==> src/include/sfpi_cfg.svh <==
// register map, field positions, reset values and sizes of the flash pin interface
`ifndef SFPI_CFG_SVH
`define SFPI_CFG_SVH

// ****************************************
// register byte offsets
// ****************************************
`define SFPI_A_CTRL      8'h00
`define SFPI_A_SREG      8'h04
`define SFPI_A_STAT      8'h08
`define SFPI_A_RXDATA    8'h0C
`define SFPI_A_TXDATA    8'h10
`define SFPI_A_ADDR      8'h14
`define SFPI_A_PAGE      8'h18
`define SFPI_A_ERASE     8'h1C

// ****************************************
// control fields
// ****************************************
`define SFPI_CTRL_BUSY   0
`define SFPI_CTRL_WID    1
`define SFPI_CTRL_DRIVE  3
`define SFPI_CTRL_ESZ    4
`define SFPI_CTRL_RST    6'h00

// ****************************************
// flash status image fields
// ****************************************
`define SFPI_SR_BP       2
`define SFPI_SR_TB       5
`define SFPI_SR_SEC      6
`define SFPI_SR_SRP      7
`define SFPI_SR_QE       9
`define SFPI_SR_RST      8'h00

// ****************************************
// status fields
// ****************************************
`define SFPI_ST_SEL      0
`define SFPI_ST_ARMED    1
`define SFPI_ST_STBY     2
`define SFPI_ST_PAUSE    3
`define SFPI_ST_WPROT    4
`define SFPI_ST_OVF      5
`define SFPI_ST_TXFULL   6
`define SFPI_ST_PGFULL   7

// ****************************************
// array organisation
// ****************************************
`define SFPI_PAGE_BYTES  9'h100
`define SFPI_PAGE_COUNT  17'h10000
`define SFPI_MASK_4K     24'hFFF000
`define SFPI_MASK_32K    24'hFF8000
`define SFPI_MASK_64K    24'hFF0000
`define SFPI_FIFO_DEPTH  8
`define SFPI_FIFO_WIDTH  9

`endif

==> src/include/sfpi_pkg.sv <==
// types shared by the flash pin interface
package sfpi_pkg;

    typedef enum logic [1:0] {
        SFPI_LOCKED = 2'b00,
        SFPI_IDLE   = 2'b01,
        SFPI_ACTIVE = 2'b11,
        SFPI_PAUSE  = 2'b10
    } sfpi_state_e;

    typedef enum logic [1:0] {
        SFPI_W1 = 2'h0,
        SFPI_W2 = 2'h1,
        SFPI_W4 = 2'h2
    } sfpi_width_e;

endpackage : sfpi_pkg

==> src/hw/sfpi_flash.sv <==
// serial flash pin interface: pin sync, frame shifter, receive fifo, wishbone registers
//
// Functional notes
// - deselected: all data outputs floated
// - deselected and idle means standby
// - select low makes device active
// - commands ignored until first select fall
// - input bits captured on sck rise
// - output bits change on sck fall
// - single line input comes from io0
// - dual/quad read: io0 becomes output bit0
// - io0 ignored while deselected
// - dual read: io1 carries bit1
// - write protect low blocks status writes
// - quad enable frees io2 from protect
// - 65536 pages of 256 bytes
// - page program takes at most 256 bytes
// - erase aligned 4k, 32k, 64k, chip
// - pause ignores sck, floats outputs
`timescale 1ns/1ns
`include "sfpi_cfg.svh"

// ****************************************
// receive fifo
// ****************************************
module sfpi_fifo #(
    parameter int W = 9,
    parameter int D = 8
) (
    input  wire logic         clk_i,
    input  wire logic         rst_i,
    input  wire logic         ce_i,
    input  wire logic         in_valid_i,
    output logic              in_ready_o,
    input  wire logic [W-1:0] in_data_i,
    output logic              out_valid_o,
    input  wire logic         out_ready_i,
    output logic [W-1:0]      out_data_o
);
    localparam int AW = $clog2(D);
    localparam logic [AW:0] FULL = D[AW:0];

    logic [W-1:0]  mem [D];
    logic [AW-1:0] wr_ptr;
    logic [AW-1:0] rd_ptr;
    logic [AW:0]   cnt;
    logic          push;
    logic          pop;

    assign in_ready_o  = (cnt != FULL);
    assign out_valid_o = (cnt != '0);
    assign push        = in_valid_i & in_ready_o;
    assign pop         = out_valid_o & out_ready_i;
    assign out_data_o  = mem[rd_ptr];

    // depth must be a power of two: pointers wrap by overflow
    always_ff @(posedge clk_i) begin
        if (rst_i) begin
            wr_ptr <= '0;
            rd_ptr <= '0;
            cnt    <= '0;
        end else if (ce_i) begin
            if (push) begin
                mem[wr_ptr] <= in_data_i;
                wr_ptr      <= wr_ptr + 1'b1;
            end
            if (pop) begin
                rd_ptr <= rd_ptr + 1'b1;
            end
            case ({push, pop})
                2'b10:   cnt <= cnt + 1'b1;
                2'b01:   cnt <= cnt - 1'b1;
                default: cnt <= cnt;
            endcase
        end
    end
endmodule : sfpi_fifo

// ****************************************
// top
// ****************************************
module sfpi_flash (
    input  wire logic        clk_i,
    input  wire logic        rst_i,
    input  wire logic        ce_i,
    input  wire logic [7:0]  wb_adr_i,
    input  wire logic [31:0] wb_dat_i,
    input  wire logic [3:0]  wb_sel_i,
    input  wire logic        wb_we_i,
    input  wire logic        wb_cyc_i,
    input  wire logic        wb_stb_i,
    output logic [31:0]      wb_dat_o,
    output logic             wb_ack_o,
    input  wire logic        sck_i,
    input  wire logic        cs_n_i,
    input  wire logic [3:0]  io_i,
    output logic [3:0]       io_o,
    output logic [3:0]       io_oe_o,
    output logic             standby_o,
    output logic             active_o
);
    import sfpi_pkg::*;

    // ****************************************
    // pin synchronisers
    // ****************************************
    // select bit resets low so that a select held low from reset
    // does not fake the first falling edge
    logic [5:0] pin_meta;
    logic [5:0] pin_sync;
    logic [5:0] pin_dly;

    always_ff @(posedge clk_i) begin
        if (rst_i) begin
            pin_meta <= 6'h1F;
            pin_sync <= 6'h1F;
            pin_dly  <= 6'h1F;
        end else if (ce_i) begin
            pin_meta <= {cs_n_i, sck_i, io_i};
            pin_sync <= pin_meta;
            pin_dly  <= pin_sync;
        end
    end

    logic       cs_n_s;
    logic       sck_s;
    logic [3:0] io_s;
    logic       sck_rise;
    logic       sck_fall;
    logic       cs_fall;

    assign cs_n_s   = pin_sync[5];
    assign sck_s    = pin_sync[4];
    assign io_s     = pin_sync[3:0];
    assign sck_rise = pin_sync[4] & ~pin_dly[4];
    assign sck_fall = ~pin_sync[4] & pin_dly[4];
    assign cs_fall  = ~pin_sync[5] & pin_dly[5];

    // ****************************************
    // registers
    // ****************************************
    logic [5:0]  ctrl;
    logic [9:2]  sreg;
    logic        qe;
    logic        hw_prot;
    logic [1:0]  out_wid;
    logic        drive;
    logic        busy;

    assign busy    = ctrl[`SFPI_CTRL_BUSY];
    assign out_wid = ctrl[`SFPI_CTRL_WID +: 2];
    assign drive   = ctrl[`SFPI_CTRL_DRIVE];
    assign qe      = sreg[`SFPI_SR_QE];
    assign hw_prot = ~qe & ~io_s[2];

    // ****************************************
    // frame state
    // ****************************************
    sfpi_state_e st;
    sfpi_state_e next_st;
    logic        hold_req;
    logic        go;

    assign hold_req = ~qe & ~io_s[3];
    assign go       = (st == SFPI_ACTIVE) & ~cs_n_s;

    always_comb begin
        next_st = st;
        case (st)
            SFPI_LOCKED: begin
                if (cs_fall) begin
                    next_st = SFPI_ACTIVE;
                end
            end
            SFPI_IDLE: begin
                if (cs_fall) begin
                    next_st = SFPI_ACTIVE;
                end
            end
            SFPI_ACTIVE: begin
                if (cs_n_s) begin
                    next_st = SFPI_IDLE;
                end else if (hold_req & ~sck_s) begin
                    next_st = SFPI_PAUSE;
                end
            end
            SFPI_PAUSE: begin
                if (cs_n_s) begin
                    next_st = SFPI_IDLE;
                end else if (~hold_req) begin
                    next_st = SFPI_ACTIVE;
                end
            end
            default: next_st = SFPI_LOCKED;
        endcase
    end

    always_ff @(posedge clk_i) begin
        if (rst_i) begin
            st <= SFPI_LOCKED;
        end else if (ce_i) begin
            st <= next_st;
        end
    end

    assign standby_o = cs_n_s & ~busy;
    assign active_o  = (st == SFPI_ACTIVE) | (st == SFPI_PAUSE);

    // ****************************************
    // input shifter
    // ****************************************
    logic [6:0]  rx_sh;
    logic [2:0]  bit_cnt;
    logic [2:0]  byte_cnt;
    logic [8:0]  data_cnt;
    logic [23:0] addr;
    logic        rose_seen;
    logic        byte_done;
    logic [7:0]  rx_byte;
    logic        take;

    assign byte_done = sck_rise & go & (bit_cnt == 3'h7);
    assign rx_byte   = {rx_sh, io_s[0]};
    assign take      = (byte_cnt != 3'h4) | (data_cnt != `SFPI_PAGE_BYTES);

    always_ff @(posedge clk_i) begin
        if (rst_i) begin
            rx_sh     <= '0;
            bit_cnt   <= '0;
            byte_cnt  <= '0;
            data_cnt  <= '0;
            addr      <= '0;
            rose_seen <= 1'b0;
        end else if (ce_i) begin
            if (st != SFPI_ACTIVE && st != SFPI_PAUSE) begin
                bit_cnt   <= '0;
                byte_cnt  <= '0;
                data_cnt  <= '0;
                rose_seen <= 1'b0;
            end else if (sck_rise & go) begin
                rx_sh     <= rx_byte[6:0];
                bit_cnt   <= bit_cnt + 1'b1;
                rose_seen <= rose_seen | byte_done;
                if (byte_done) begin
                    if (byte_cnt != 3'h4) begin
                        byte_cnt <= byte_cnt + 1'b1;
                    end
                    if (byte_cnt != 3'h0 && byte_cnt != 3'h4) begin
                        addr <= {addr[15:0], rx_byte};
                    end
                    if (byte_cnt == 3'h4 && take) begin
                        data_cnt <= data_cnt + 1'b1;
                    end
                end
            end
        end
    end

    // ****************************************
    // hand-off into the fifo
    // ****************************************
    // link cannot stall: one byte waits here while the fifo is full;
    // a second byte meanwhile is an overflow
    logic       hold_v;
    logic [8:0] hold_d;
    logic       f_in_ready;
    logic       f_out_valid;
    logic [8:0] f_out_data;
    logic       f_pop;
    logic       new_byte;
    logic       ovf_set;
    logic       pg_set;

    assign new_byte = byte_done & take;
    assign ovf_set  = new_byte & hold_v & ~f_in_ready;
    assign pg_set   = byte_done & ~take;

    always_ff @(posedge clk_i) begin
        if (rst_i) begin
            hold_v <= 1'b0;
            hold_d <= '0;
        end else if (ce_i) begin
            if (new_byte & ~ovf_set) begin
                hold_v <= 1'b1;
                hold_d <= {(byte_cnt == 3'h0), rx_byte};
            end else if (hold_v & f_in_ready) begin
                hold_v <= 1'b0;
            end
        end
    end

    sfpi_fifo #(
        .W (`SFPI_FIFO_WIDTH),
        .D (`SFPI_FIFO_DEPTH)
    ) u_rx_fifo (
        .clk_i       (clk_i),
        .rst_i       (rst_i),
        .ce_i        (ce_i),
        .in_valid_i  (hold_v),
        .in_ready_o  (f_in_ready),
        .in_data_i   (hold_d),
        .out_valid_o (f_out_valid),
        .out_ready_i (f_pop),
        .out_data_o  (f_out_data)
    );

    // ****************************************
    // output shifter
    // ****************************************
    logic [7:0] tx_buf;
    logic [7:0] tx_sh;
    logic [3:0] tx_left;
    logic [7:0] tx_word;
    logic [3:0] tx_step;
    logic       tx_shift;
    logic       tx_load;

    // no shift before the first whole byte, so replies align to bytes
    assign tx_shift = sck_fall & go & rose_seen & drive;
    assign tx_load  = tx_shift & (tx_left == 4'h0);
    assign tx_word  = (tx_left == 4'h0) ? tx_buf : tx_sh;

    always_comb begin
        case (out_wid)
            SFPI_W2: tx_step = 4'h2;
            SFPI_W4: tx_step = 4'h4;
            default: tx_step = 4'h1;
        endcase
    end

    always_ff @(posedge clk_i) begin
        if (rst_i) begin
            tx_sh   <= '0;
            tx_left <= '0;
            io_o    <= '0;
        end else if (ce_i) begin
            if (st != SFPI_ACTIVE && st != SFPI_PAUSE) begin
                tx_left <= '0;
                io_o    <= '0;
            end else if (tx_shift) begin
                tx_sh   <= tx_word << tx_step;
                tx_left <= ((tx_left == 4'h0) ? 4'h8 : tx_left) - tx_step;
                case (out_wid)
                    SFPI_W2: io_o <= {2'b00, tx_word[7:6]};
                    SFPI_W4: io_o <= tx_word[7:4];
                    default: io_o <= {2'b00, tx_word[7], 1'b0};
                endcase
            end
        end
    end

    // quad needs the enable bit: without it io2/io3 keep protect and pause
    always_comb begin
        io_oe_o = 4'h0;
        if (go & drive) begin
            case (out_wid)
                SFPI_W2: io_oe_o = 4'h3;
                SFPI_W4: io_oe_o = qe ? 4'hF : 4'h3;
                default: io_oe_o = 4'h2;
            endcase
        end
    end

    // ****************************************
    // address decode helpers
    // ****************************************
    logic [23:0] erase_base;

    always_comb begin
        case (ctrl[`SFPI_CTRL_ESZ +: 2])
            2'h0:    erase_base = addr & `SFPI_MASK_4K;
            2'h1:    erase_base = addr & `SFPI_MASK_32K;
            2'h2:    erase_base = addr & `SFPI_MASK_64K;
            default: erase_base = 24'h000000;
        endcase
    end

    // ****************************************
    // wishbone slave
    // ****************************************
    logic req;
    logic wr;
    logic ovf;
    logic pgfull;
    logic txfull;
    logic st_clr;

    assign req    = wb_cyc_i & wb_stb_i & ~wb_ack_o;
    assign wr     = req & wb_we_i;
    assign f_pop  = req & ~wb_we_i & (wb_adr_i == `SFPI_A_RXDATA) & f_out_valid;
    assign st_clr = wr & (wb_adr_i == `SFPI_A_STAT) & wb_sel_i[0];

    always_ff @(posedge clk_i) begin
        if (rst_i) begin
            wb_ack_o <= 1'b0;
        end else if (ce_i) begin
            wb_ack_o <= req;
        end
    end

    always_ff @(posedge clk_i) begin
        if (rst_i) begin
            ctrl <= `SFPI_CTRL_RST;
            sreg <= `SFPI_SR_RST;
        end else if (ce_i) begin
            if (wr & (wb_adr_i == `SFPI_A_CTRL) & wb_sel_i[0]) begin
                ctrl <= wb_dat_i[5:0];
            end
            if (wr & (wb_adr_i == `SFPI_A_SREG) & ~hw_prot) begin
                if (wb_sel_i[0]) begin
                    sreg[7:2] <= wb_dat_i[7:2];
                end
                if (wb_sel_i[1]) begin
                    sreg[9:8] <= wb_dat_i[9:8];
                end
            end
        end
    end

    // sticky flags: a set in the same cycle as a clear wins
    always_ff @(posedge clk_i) begin
        if (rst_i) begin
            ovf    <= 1'b0;
            pgfull <= 1'b0;
            txfull <= 1'b0;
            tx_buf <= '0;
        end else if (ce_i) begin
            if (ovf_set) begin
                ovf <= 1'b1;
            end else if (st_clr & wb_dat_i[`SFPI_ST_OVF]) begin
                ovf <= 1'b0;
            end
            if (pg_set) begin
                pgfull <= 1'b1;
            end else if (st_clr & wb_dat_i[`SFPI_ST_PGFULL]) begin
                pgfull <= 1'b0;
            end
            if (wr & (wb_adr_i == `SFPI_A_TXDATA) & wb_sel_i[0]) begin
                tx_buf <= wb_dat_i[7:0];
                txfull <= 1'b1;
            end else if (tx_load) begin
                txfull <= 1'b0;
            end
        end
    end

    always_ff @(posedge clk_i) begin
        if (rst_i) begin
            wb_dat_o <= '0;
        end else if (ce_i) begin
            if (req & ~wb_we_i) begin
                case (wb_adr_i)
                    `SFPI_A_CTRL:   wb_dat_o <= {26'h0, ctrl};
                    `SFPI_A_SREG:   wb_dat_o <= {22'h0, sreg, 2'b00};
                    `SFPI_A_STAT:   wb_dat_o <= {24'h0, pgfull, txfull, ovf, hw_prot,
                                                 (st == SFPI_PAUSE), standby_o,
                                                 (st != SFPI_LOCKED), ~cs_n_s};
                    `SFPI_A_RXDATA: wb_dat_o <= {22'h0, f_out_valid, f_out_data};
                    `SFPI_A_TXDATA: wb_dat_o <= {24'h0, tx_buf};
                    `SFPI_A_ADDR:   wb_dat_o <= {8'h0, addr};
                    `SFPI_A_PAGE:   wb_dat_o <= {8'h0, addr[23:8], addr[7:0]};
                    `SFPI_A_ERASE:  wb_dat_o <= {8'h0, erase_base};
                    default:        wb_dat_o <= 32'h0;
                endcase
            end else begin
                wb_dat_o <= 32'h0;
            end
        end
    end
endmodule : sfpi_flash

==> config.mk <==
export PLATFORM = sky130hd
export DESIGN_NAME = sfpi_flash
export DESIGN_NICKNAME = d
export VERILOG_FILES = /design/src/include/sfpi_pkg.sv /design/src/hw/sfpi_flash.sv
export VERILOG_INCLUDE_DIRS = /design/src /design/src/include
export SDC_FILE = /design/constraint.sdc
export NUM_CORES = 1
export LEC_CHECK = 0
export ABC_CLOCK_PERIOD_IN_PS = 3500
export BUFFER_PORTS_ARGS = -buffer_cell sky130_fd_sc_hd__buf_2
export CORE_MARGIN = 8
export CORE_UTILIZATION = 53
export DETAILED_ROUTE_END_ITERATION = 7
export PLACE_DENSITY = 0.75
export SLEW_MARGIN = 25
export SYNTH_ARGS = -nofsm -noshare
export SYNTH_HDL_FRONTEND = slang
export SYNTH_HIERARCHICAL = 1
export SYNTH_SLANG_ARGS = --single-unit
==> constraint.sdc <==
create_clock -name clk_i -period 3.5 [get_ports clk_i]
set_clock_uncertainty 0.1 [all_clocks]
set_input_delay 0.525 -clock clk_i [delete_from_list [all_inputs] [get_ports clk_i]]
set_output_delay 0.525 -clock clk_i [all_outputs]
set_load 0.02 [all_outputs]
==> flow_summary.ini <==
[clocking]
htree_levels = 1
worstSkewPairLatency_ns = 0.51
clock-sinks = 222
post_cts_buffers = 0
clk_pin_slew_ns = 0.06
cts_tree = yes
cts_buffers = 22
post_cts_resized = 0
cts_root_buf = clkbuf_16
ctsHoldBuffers = 0
clockBufferDepth = 3

[yosys]
synthTopCellsByArea = dfxtp_1 31%, edfxtp_1 22%, mux2i_1 5.4%, mux4_1 4.8%, nor2_1 3.4%
synth_common_cells = 150 x dfxtp_1, 90 x nor2_1, 89 x nand2_1, 72 x edfxtp_1, 64 x a21oi_1
synth_top_area_frac = 0.3063
yosysSeqAreaShare = 0.5269
yosys.cell_count.top_type = dfxtp_1
syn_inst = 889
synthFlopType = dfxtp_1
yosysWarnings = 6
avgSynthCellArea_um2 = 11.03
syn_area_mm2 = 0.009803
ys_ff_latch = 222
yosys.area.top_type = dfxtp_1
synth_cell_types = 80
synth_enable_flop_cells = 72
async_flop_share = 0

[die]
dieArea_mm2 = 0.02310
io_pins = 99
core_area_mm2 = 0.01809
rows = 49
initial_core_util = 0.5420
die_w_um = 152
fp.dieH_um = 152

[min_path]
hold_class = in2reg

[sta]
whs_ns = 0.1227
clock.fmax_mhz = 339.5
finalMaxSlewViolations = 0
setup_tns_ns = 0
fin_crit_sh = 0.8417
rsz0062_at_grt = no
worst_slew_pin_slew_ns = 0.9561
setup_violations = 0
hold_violations = 0
relSlewSlack = 0.3626
fin_crit_ns = 2.946

[routing]
routed_wl_um = 22780
dr.pass1.iters = 5
viasPerCell = 5.935
drc = 0
vias = 7086
ant_nets = 0
drt_iter0_drc = 598
post_drt_wl_per_cell_um = 19.08

[grt]
grt_pass1_wl_um = 36600
grt_overflow = 0
track_usage = 0.1926
grt_pass1_vias = 6846
grt_max_degree = 57
antenna_found_initial = 0

[setup_path]
r2r_slack_ns = 0.68
critPathKind = in2reg
cp_cell_sequence = buf_2 > or3_1 > nor3_2 > nand2_1 > nor4_1 > and2_1 > ha_1 > ha_1 > a21o_1 > a21oi_1 > mux2i_1 > mux2_2
start_kind = primary input
crit_start = wb_adr_i[5]
crit_fanout = 3
worst_path_largest_cell_delay_ns = 0.44
crit_top_cell = ha_1
slowest_stage = or3_1
rr_startpoint = u_rx_fifo/cnt[1]$_SDFFE_PP0P_
reg2reg_depth = 10
arrival_ns = 3.24
end_kind = flip-flop
setup.worst_path.end = u_rx_fifo/cnt[3]$_SDFFE_PP0P_
timing.rr.end = u_rx_fifo/cnt[3]$_SDFFE_PP0P_
cp_data_required_time_ns = 3.80

[cells_and_area]
fillers = 1419
nNetsFinal = 1024
drive_above_1_share = 0.1751
syn2layout_area_growth_pct = 13.50
n_antenna_cell = 0

[power]
clkPwrFrac = 0.469
power_density_mw_per_mm2 = 473.6
peakVddDrop_v = 0.0004985
switching_share = 0.2029
intPower_mw = 4.200
seqPwrFrac = 0.504
p_sw_mw = 1.069
p_leak_nw = 4.371
combPwrFrac = 0.027

[outcome]
status = finished, final reports clean

[placed_design]
portBuffers = 65
hpwl_um = 15970
globalplace.congestion = 0.9105

[job]
cap_viol_max_count = 0
==> power groups by stage <==
stage                     clock network, mW  registers, mW  logic (mW)
after floorplan                           0           2.71      0.0867
after global placement                    0           2.71       0.137
after detailed placement                  0           2.71       0.137
after CTS                              2.50           2.66       0.138
after global routing                   2.60           2.66       0.150
final                                  2.47           2.66       0.140
==> worst min path at each step <==
| stage | slack, ns | start | end | cells past startpoint |
|---|---|---|---|---|
| 2_1_floorplan | 0.33 | pin_meta[4]$_SDFFE_PP1P_ | pin_sync[4]$_SDFFE_PP1P_ | 1 |
| 3_3_place_gp | 0.33 | wb_dat_o[9]$_SDFFE_PP0P_ | wb_dat_o[9]$_SDFFE_PP0P_ | 1 |
| 3_5_place_dp | 0.34 | wb_dat_o[5]$_SDFFE_PP0P_ | wb_dat_o[5]$_SDFFE_PP0P_ | 2 |
| 4_1_cts | 0.11 | io_i[0] | pin_meta[0]$_SDFFE_PP1P_ | 2 |
| 5_1_grt | 0.12 | io_i[3] | pin_meta[3]$_SDFFE_PP1P_ | 2 |
| 6_report | 0.12 | io_i[0] | pin_meta[0]$_SDFFE_PP1P_ | 2 |
==> flip-flops by register name, indices dropped and copies added (netlist names), 8 cells and up, named ones only <==
| register | count |
|---|---|
| tx_buf | 8 |
| sreg | 8 |
| data_cnt | 9 |
| wb_dat_o | 24 |
| tx_sh | 8 |
| hold_d | 9 |
| u_rx_fifo/mem | 72 |
| addr | 24 |
==> critical path, delay by kind of cell <==
family | cells | cell delay [ns]
multiplexers | 2 | 0.55
AO/OA/AOI/OAI | 2 | 0.34
AND/OR/NAND/NOR | 5 | 1.31
adder cells (fa/ha/maj) | 2 | 0.40
buffers and inverters | 1 | 0.12
==> stage by stage <==
stage	std cells	area (um2)	setup WS [ns]	utilization	total power [mW]
after floorplan	896	9829	0.1122	-	2.797
after CTS	1194	11130	0.5760	0.6152	5.300
after global placement	1154	10350	0.1266	0.5721	2.850
final	1194	11130	0.5541	0.6152	5.270
after detailed placement	1154	10350	0.05918	0.5721	2.850
after global routing	1194	11130	0.3769	0.6152	5.410
==> cell type report <==
class	count	area (um2)	share of cell area
sequential	222	5165	0.4642
multi-input combinational	588	4255	0.3824
clock buffer	33	688.2	0.06185
timing repair buffer	95	565.5	0.05083
tap	229	286.5	0.02575
clock inverter	7	91.34	0.008209
inverter	20	75.07	0.006747
==> metal layers <==
metal | up-vias | GRT usage | wire, um
met1 | 3455 | 0.2586 | 10260
met2 | 240 | 0.3135 | 10580
li1 | 3349 | - | -
met4 | 0 | 0.05521 | 549
met3 | 42 | 0.03488 | 1394
met5 | - | 0 | 0
==> kinds of logic (layout without fill, tap and decap cells) <==
group / after synthesis / count (layout) / synth area share
XOR/XNOR: 7 / 7 / 0.006254
buffers and inverters: 86 / 155 / 0.04365
flip-flops: 222 / 222 / 0.5269
AO/OA/AOI/OAI: 162 / 162 / 0.1101
multiplexers: 89 / 89 / 0.1288
other: 1 / 8 / 0.0003825
adder cells (fa/ha/maj): 19 / 19 / 0.02578
AND/OR/NAND/NOR: 303 / 303 / 0.1581
==> placed cells by master (no fill, tap or decap), types with 4 or more instances in the layout <==
master and count:
edfxtp_1 72, mux4_2 5, nand4_1 11, xor2_1 4, and3_1 7, and2_1 6
mux2_2 13, clkbuf_8 5, nand2b_1 11, ha_1 17, a22oi_1 9, buf_2 64
nor3_1 8, or3_1 8, mux2i_1 53, o2bb2ai_1 5, dfxtp_1 150, clkbuf_16 24
nand2_1 89, a21oi_1 64, conb_1 8, inv_1 20, mux4_1 18, or4_1 4
nor4_1 6, nor2b_1 17, buf_4 30, a31oi_1 6, nand3_1 16, a22o_1 18
o21ai_0 20, a211o_1 10, nor2_1 90
No activity file was read; power rests on OpenSTA's default activity.
